File: src/iomge_pkg.sv
// package: opcodes, field positions, widths and reset values for the execution block
`default_nettype none
package iomge_pkg;
   // ==========================================================
   // instruction word layout (14-bit)
   localparam int unsigned INSN_W      = 14;
   localparam int unsigned FADDR_W     = 7;
   localparam int unsigned DATA_W      = 8;
   localparam int unsigned PCNT_W      = 13;
   localparam int unsigned JUMP_W      = 11;
   localparam int unsigned DEST_BIT    = 7;
   localparam int unsigned PAGE_LO     = 3;
   // ==========================================================
   // opcode patterns
   localparam logic [5:0] OPC_INC_FILE  = 6'h0A;  // 00 1010 d fffffff
   localparam logic [5:0] OPC_INC_SKIP  = 6'h0F;  // 00 1111 d fffffff
   localparam logic [5:0] OPC_OR_FILE   = 6'h04;  // 00 0100 d fffffff
   localparam logic [5:0] OPC_MOVE_FILE = 6'h08;  // 00 1000 d fffffff
   localparam logic [5:0] OPC_OR_LIT    = 6'h38;  // 11 1000 kkkkkkkk
   localparam logic [2:0] OPC_JUMP      = 3'h5;   // 101 kkkkkkkkkkk
   // ==========================================================
   // reset values and step constants
   localparam logic [7:0]  ACC_RST     = 8'h00;
   localparam logic [12:0] PCNT_RST    = 13'h0000;
   localparam logic [7:0]  BYTE_ONE    = 8'h01;
   localparam logic [12:0] PCNT_ONE    = 13'h0001;
   // ==========================================================
   // decoded operation
   typedef enum logic [2:0] {
      IOMGE_OP_NONE,
      IOMGE_OP_INCREMENT_FILE,
      IOMGE_OP_INCREMENT_SKIP_ZERO,
      IOMGE_OP_OR_ACC_FILE,
      IOMGE_OP_MOVE_FILE,
      IOMGE_OP_OR_LITERAL_ACC,
      IOMGE_OP_JUMP_ABSOLUTE
   } iomge_op_t;
endpackage : iomge_pkg
`default_nettype wire

File: src/iomge_core.sv
// execution block for increment, skip, jump, or and move instructions
//
// Overview of operation
// RQ1: increment-skip adds one, zero result skips next
// RQ2: increment-skip destination bit chooses accumulator or file
// RQ3: jump loads immediate and page latch bits 4:3
// RQ4: jump takes two cycles, flags untouched
// RQ5: or-literal ors accumulator, result accumulator, zero flag
// RQ6: increment adds one, routes by destination, zero flag
// RQ7: or-file ors accumulator with file, routes, zero
// RQ8: move copies file to accumulator or back itself
// RQ9: move updates zero flag from moved value
// RQ10: zero set on zero result; others single cycle
`default_nettype none
module iomge_core (
   // clock and reset
   input  wire logic        ref_clk,
   input  wire logic        rst,
   // instruction from fetch
   input  wire logic        insn_valid,
   input  wire logic [13:0] insn_word,
   output logic             insn_ready,
   // register file read port
   output logic [6:0]       file_raddr,
   input  wire logic [7:0]  file_rdata,
   // register file write port
   output logic             file_we,
   output logic [6:0]       file_waddr,
   output logic [7:0]       file_wdata,
   // page latch from core
   input  wire logic [7:0]  page_latch,
   // core state
   output logic [7:0]       acc_q,
   output logic             zero_flag_q,
   output logic [12:0]      program_counter_q,
   output logic             busy_q
);
   // ==========================================================
   // decode
   // the jump opcode only uses the top three bits, so it is tested first;
   // every other pattern needs the full six-bit opcode field.
   // anything not listed decodes to none and just steps the counter.
   function automatic iomge_pkg::iomge_op_t decode(input logic [13:0] w);
      iomge_pkg::iomge_op_t op;
      op = iomge_pkg::IOMGE_OP_NONE;
      if (w[13:11] == iomge_pkg::OPC_JUMP) begin
         op = iomge_pkg::IOMGE_OP_JUMP_ABSOLUTE;
      end else if (w[13:8] == iomge_pkg::OPC_OR_LIT) begin
         op = iomge_pkg::IOMGE_OP_OR_LITERAL_ACC;
      end else if (w[13:8] == iomge_pkg::OPC_INC_FILE) begin
         op = iomge_pkg::IOMGE_OP_INCREMENT_FILE;
      end else if (w[13:8] == iomge_pkg::OPC_INC_SKIP) begin
         op = iomge_pkg::IOMGE_OP_INCREMENT_SKIP_ZERO;
      end else if (w[13:8] == iomge_pkg::OPC_OR_FILE) begin
         op = iomge_pkg::IOMGE_OP_OR_ACC_FILE;
      end else if (w[13:8] == iomge_pkg::OPC_MOVE_FILE) begin
         op = iomge_pkg::IOMGE_OP_MOVE_FILE;
      end
      return op;
   endfunction : decode

   // ==========================================================
   // operand class
   // true for the four ops that read a file register and route their
   // result by the destination bit; used by the write port and the
   // accumulator so both sides always agree on who gets the result
   function automatic logic is_file_op(input iomge_pkg::iomge_op_t o);
      logic hit;
      hit = 1'b0;
      unique case (o)
         iomge_pkg::IOMGE_OP_INCREMENT_FILE:      hit = 1'b1;
         iomge_pkg::IOMGE_OP_INCREMENT_SKIP_ZERO: hit = 1'b1;
         iomge_pkg::IOMGE_OP_OR_ACC_FILE:         hit = 1'b1;
         iomge_pkg::IOMGE_OP_MOVE_FILE:           hit = 1'b1;
         iomge_pkg::IOMGE_OP_OR_LITERAL_ACC:      hit = 1'b0;
         iomge_pkg::IOMGE_OP_JUMP_ABSOLUTE:       hit = 1'b0;
         iomge_pkg::IOMGE_OP_NONE:                hit = 1'b0;
         default:                                 hit = 1'b0;   // unused enum code
      endcase
      return hit;
   endfunction : is_file_op

   // ==========================================================
   // internal signals
   iomge_pkg::iomge_op_t op;
   logic                 take;
   logic                 jump_take;
   logic                 skip_hit;
   logic                 dest_file;
   logic [7:0]           result;
   logic                 result_zero;
   logic                 writes_zero;
   logic                 stall_d;

   assign insn_ready = !busy_q;                     // second cycle of skip or jump blocks fetch
   assign take       = insn_valid && insn_ready;
   assign op         = decode(insn_word);
   assign dest_file  = insn_word[iomge_pkg::DEST_BIT];
   assign file_raddr = insn_word[6:0];

   // strobes for the two instructions that need a second cycle;
   // the skip only stalls when the incremented value wraps to zero
   assign jump_take  = take && (op == iomge_pkg::IOMGE_OP_JUMP_ABSOLUTE);                      // [RQ3]
   assign skip_hit   = take && (op == iomge_pkg::IOMGE_OP_INCREMENT_SKIP_ZERO) && result_zero;  // [RQ1]

   // ==========================================================
   // result path
   // one shared 8-bit result for every op; the register file read is
   // combinational, so the result settles in the cycle the word is offered.
   // the increment wraps from ff to 00 on purpose: that wrap is what the
   // skip and the zero flag look for.
   always_comb begin
      result      = file_rdata;
      writes_zero = 1'b0;
      unique case (op)
         iomge_pkg::IOMGE_OP_INCREMENT_FILE: begin
            result      = file_rdata + iomge_pkg::BYTE_ONE;   // [RQ6]
            writes_zero = 1'b1;
         end
         iomge_pkg::IOMGE_OP_INCREMENT_SKIP_ZERO: begin
            result      = file_rdata + iomge_pkg::BYTE_ONE;   // [RQ1]
         end
         iomge_pkg::IOMGE_OP_OR_ACC_FILE: begin
            result      = acc_q | file_rdata;                 // [RQ7]
            writes_zero = 1'b1;
         end
         iomge_pkg::IOMGE_OP_MOVE_FILE: begin
            result      = file_rdata;                         // [RQ8]
            writes_zero = 1'b1;                               // [RQ9]
         end
         iomge_pkg::IOMGE_OP_OR_LITERAL_ACC: begin
            result      = acc_q | insn_word[7:0];             // [RQ5]
            writes_zero = 1'b1;
         end
         iomge_pkg::IOMGE_OP_JUMP_ABSOLUTE: begin
            result      = file_rdata;
         end
         iomge_pkg::IOMGE_OP_NONE: begin
            result      = file_rdata;
         end
      endcase
   end
   assign result_zero = (result == 8'h00);                    // [RQ10]

   // file-register write back for file-destination ops
   // the write strobe is qualified by take, so a word held off while busy
   // never writes twice; the file commits on the same edge as the accumulator
   always_comb begin
      file_we    = 1'b0;
      file_waddr = insn_word[6:0];
      file_wdata = result;
      if (take && dest_file && is_file_op(op)) begin
         file_we = 1'b1;                                      // [RQ2] [RQ6] [RQ7] [RQ8]
      end
   end

   // ==========================================================
   // accumulator
   // loaded by the literal or, or by a file op whose destination bit is
   // clear; jump, skip stall cycles and unknown words leave it unchanged
   always_ff @(posedge ref_clk) begin
      if (rst) begin
         acc_q <= iomge_pkg::ACC_RST;
      end else if (take) begin
         if (op == iomge_pkg::IOMGE_OP_OR_LITERAL_ACC) begin
            acc_q <= result;                                  // [RQ5]
         end else if (!dest_file && is_file_op(op)) begin
            acc_q <= result;                                  // [RQ2] [RQ6] [RQ7] [RQ8]
         end
      end
   end

   // zero flag; skip and jump leave it alone
   // a move back to the same register still updates it, which is how
   // software tests a register for zero without touching the accumulator
   always_ff @(posedge ref_clk) begin
      if (rst) begin
         zero_flag_q <= 1'b0;
      end else if (take && writes_zero) begin
         zero_flag_q <= result_zero;                          // [RQ10] [RQ4]
      end
   end

   // ==========================================================
   // program counter and second-cycle stall
   // the dead cycle stands in for the discarded next word: a jump needs it
   // to refetch from the new target, a taken skip executes it as a no-op
   always_comb begin
      stall_d = 1'b0;
      if (jump_take) begin
         stall_d = 1'b1;                                      // [RQ4]
      end else if (skip_hit) begin
         stall_d = 1'b1;                                      // [RQ1]
      end
   end

   // busy lasts exactly one cycle: while it is high take is low, so
   // stall_d falls and the next edge clears it again
   always_ff @(posedge ref_clk) begin
      if (rst) begin
         busy_q <= 1'b0;
      end else begin
         busy_q <= stall_d;                                   // [RQ10]
      end
   end

   always_ff @(posedge ref_clk) begin
      if (rst) begin
         program_counter_q <= iomge_pkg::PCNT_RST;
      end else if (jump_take) begin
         // upper two bits come from the page latch, the rest from the word
         program_counter_q <= {page_latch[4:3], insn_word[10:0]};   // [RQ3]
      end else if (skip_hit) begin
         // step over the skipped word in one go
         program_counter_q <= program_counter_q + iomge_pkg::PCNT_ONE + iomge_pkg::PCNT_ONE;  // [RQ1]
      end else if (take) begin
         program_counter_q <= program_counter_q + iomge_pkg::PCNT_ONE;  // [RQ10]
      end
   end
endmodule : iomge_core
`default_nettype wire

File: config.mk
export PLATFORM = sky130hd
export DESIGN_NAME = iomge_core
export DESIGN_NICKNAME = d
export VERILOG_FILES = /design/src/iomge_pkg.sv /design/src/iomge_core.sv
export SDC_FILE = /design/constraint.sdc
export NUM_CORES = 1
export LEC_CHECK = 0
export BUFFER_PORTS_ARGS = -buffer_cell sky130_fd_sc_hd__buf_2
export CORE_ASPECT_RATIO = 2
export CORE_UTILIZATION = 29
export DETAILED_ROUTE_END_ITERATION = 8
export GPL_TIMING_DRIVEN = 0
export SETUP_SLACK_MARGIN = 0.4
export SYNTH_ARGS = -nofsm -noshare
export SYNTH_HDL_FRONTEND = slang
export SYNTH_SLANG_ARGS = --single-unit
File: constraint.sdc
create_clock -name ref_clk -period 4 [get_ports ref_clk]
set_input_delay 0.2 -clock ref_clk [delete_from_list [all_inputs] [get_ports ref_clk]]
set_output_delay 0.2 -clock ref_clk [all_outputs]
set_load 0.02 [all_outputs]
==> results.txt <==
Syn_area_per_cell: 6.97 um2
Max-Cap Viols: 0
CP max stage delay: 0.53 ns
FFs w/ async S/R, synth: 0%
Req. time, crit path: 4.21 ns
PD cells: 230 nW/um2
Syn Nets: 366
Hold Buf Count CTS: 0
Starting Density: 30.0%
RSZ-0062 raised after global routing: false
Reg clk slew, reported paths: 0.07 ns
DR vias: 2707
Synth Cell Area: 2300 um2
Initial antenna violation count: 0
Reg2reg start: acc_q[1]
Placed insts: 494
Worst IR Drop VDD: 0.000120 V
I/O Buffers: 70
ANT cells: 0
Std cell rows: 45
Clk sink count: 23
Crit path depth: 12
Slew Viols, Final: 0
Gr ovfl total: 0
CP top delay family: simple AND/OR/NAND/NOR gates
Most common cell after layout, fill and taps aside: buf_2
Routed met2 length: 4390 um
Routability cong.: 0.878
Die W: 65.0 um
Num CTS Buffers: 3
DP Area: 2770 um2
H-tree levels: 1
DR top layer: met4
DRT Wirelength: 8010 um
Total core area: 7660 um2
Lkg Pwr: 1.16 nW
Layout Utilization: 37.5%
# nets final: 442
Worst Setup EP: program_counter_q[11]
Worst Hold Launch: rst
Setup TNS: 0 ns
Met3 Wirelength: 339 um
Die H: 128 um
Synthesized instance count: 330
Yosys warnings: 0
Flop2flop setup slack: 1.06 ns
Share of cells above drive strength 1: 27.4%
DR DRC count: 0
Critical path, cell by cell: buf_2 > or3b_4 > a211oi_4 > o21ai_4 > o311a_1 > and2_4 > or4b_4 > buf_6 > nor4_4 > mux2i_1 > or4_1 > o21ai_1
Reg-to-Reg End: program_counter_q[11]
Reg2reg path depth: 9
Number of distinct library cells after synthesis: 60
Setup Skew: 0.00660 ns
Max transition margin: 55.8%
Slowest-stage cell, CP: or4b_4
Fin area: 2870 um2
Setup crit start kind: input port
Top FF cell, synth: dfxtp_1
Layout area overhead: 25.0%
Sequential area share after synthesis: 20.0%
Crit path DAT: 3.64 ns
Fin crit period: 3.44 ns
Hold/Removal Path Class: input port to flip-flop
Max Buffers Root-to-Sink: 2
Largest net degree at the start of global routing: 13
Crit path from: insn_word[9]
Vias in the first global route: 2529
Non-filler cells, final: 499
Fmax: 291 MHz
Drt via density: 5.42
Final worst path period share: 86.0%
Synthesized flop and latch total: 23
First-pass iteration count of the detailed router: 5
Max Fanout on Critical Path: 8
Drt initial violations: 166
Most frequent cells in the layout: buf_2 (75), nand2_1 (39), nor2_1 (37)
EDFF count, synth: 0
Status: finished, final reports clean
Clk Latency, worst-skew pair: 0.27 ns
Post-detailed-route count of antenna-violating nets: 0
Final setup vio count: 0
Die ar.: 8310 um2
CP Capture Type: flip-flop
First-pass GRT wire length: 12300 um
Worst setup path category: input port to flip-flop
CTS tree: done
Slew at the pin with the worst max-slew slack: 0.661 ns
Post-DR wirelength/cell: 16.0 um
M1 WL: 2810 um
Fin. Hold Viols: 0
Post-DP HPWL: 6390 um
Num ports: 80
WP buf/inv: 2
Tot GR Track Use: 19.5%
Root buffer cell: clkbuf_16
-- routing by layer --
layer  vias up  global-route usage, %
met2       111                   37.3
met1      1250                   18.0
met5         -                      0
met3        36                   1.78
met4         0                   14.9
li1       1310                      -
-- layout make-up --
type	count	area [um2]
plain buffers	32	186
inverters	10	37.5
well taps	94	118
repair buffers	71	358
multi-input cells	265	1630
clock buffers	4	78.8
flip-flops and latches	23	460
fillers	883	4780
-- sequential cells by signal (all words and copies together) (netlist names) --
name               flops
zero_flag_q            1
program_counter_q     13
busy_q                 1
acc_q                  8
-- where the power goes --
| part | internal, W | switching (W) | total, W |
|---|---|---|---|
| logic | 0.0000687 | 0.000116 | 0.000184 |
| clock network | 0.000137 | 0.0000978 | 0.000235 |
| registers | 0.000235 | 0.00000793 | 0.000243 |
| total | 0.000440 | 0.000221 | 0.000662 |
-- synth_stat cells (2+ instances only) --
library cell | number | area, um2
dfxtp_1 | 23 | 460
mux2i_1 | 6 | 60.1
nor4_1 | 2 | 12.5
or4_1 | 3 | 22.5
xor2_1 | 9 | 78.8
buf_4 | 14 | 105
a32oi_1 | 2 | 17.5
nand3b_1 | 2 | 15.0
a211oi_1 | 3 | 22.5
nor3_1 | 27 | 135
or3_1 | 7 | 43.8
nand2b_1 | 3 | 18.8
buf_2 | 5 | 25.0
xnor2_1 | 14 | 123
nor2_1 | 37 | 139
ha_1 | 3 | 37.5
o21ai_1 | 2 | 10.0
nand2_1 | 39 | 146
o21ai_0 | 14 | 70.1
and2_1 | 2 | 12.5
nor2b_1 | 2 | 12.5
a22o_1 | 2 | 17.5
nand3_1 | 10 | 50.1
a31oi_1 | 4 | 25.0
nand4_1 | 4 | 25.0
clkbuf_1 | 12 | 45.0
inv_1 | 10 | 37.5
a21oi_1 | 28 | 140
a22oi_1 | 8 | 60.1
or2_2 | 3 | 18.8
-- worst min path at each step --
| stage | endpoint | slack [ns] | cells past startpoint |
|---|---|---|---|
| floorplan | program_counter_q[9] | 0.27 | 1 |
| global placement | program_counter_q[9] | 0.45 | 2 |
| detailed placement | program_counter_q[9] | 0.45 | 2 |
| CTS | program_counter_q[9] | 0.16 | 2 |
| global route | program_counter_q[9] | 0.17 | 2 |
| finish | program_counter_q[9] | 0.16 | 2 |
-- repair_timing --
action,CTS,global route
endpoints found under the setup margin,0,1
gates resized for setup,0,5
buffers inserted,0,1
-- logic make-up after synthesis --
group                    count (synthesis)  share of synthesized area (%)
AND/OR/NAND/NOR                        153                           33.7
multiplexers                             7                           3.10
XOR/XNOR                                23                           8.76
flip-flops                              23                           20.0
buffers and inverters                   42                           9.74
AO/OA/AOI/OAI                           79                           23.0
adder cells (fa/ha/maj)                  3                           1.63
-- stage by stage --
step,setup WS [ns],total power [W],hold WS [ns]
after global routing,0.405,0.000691,0.174
after CTS,0.401,0.000664,0.164
final,0.561,0.000662,0.162
after floorplan,0.669,0.000363,0.269
after detailed placement,0.141,0.000429,0.455
after global placement,0.128,0.000426,0.448
Note: power is estimated with default switching activity, not from simulation.
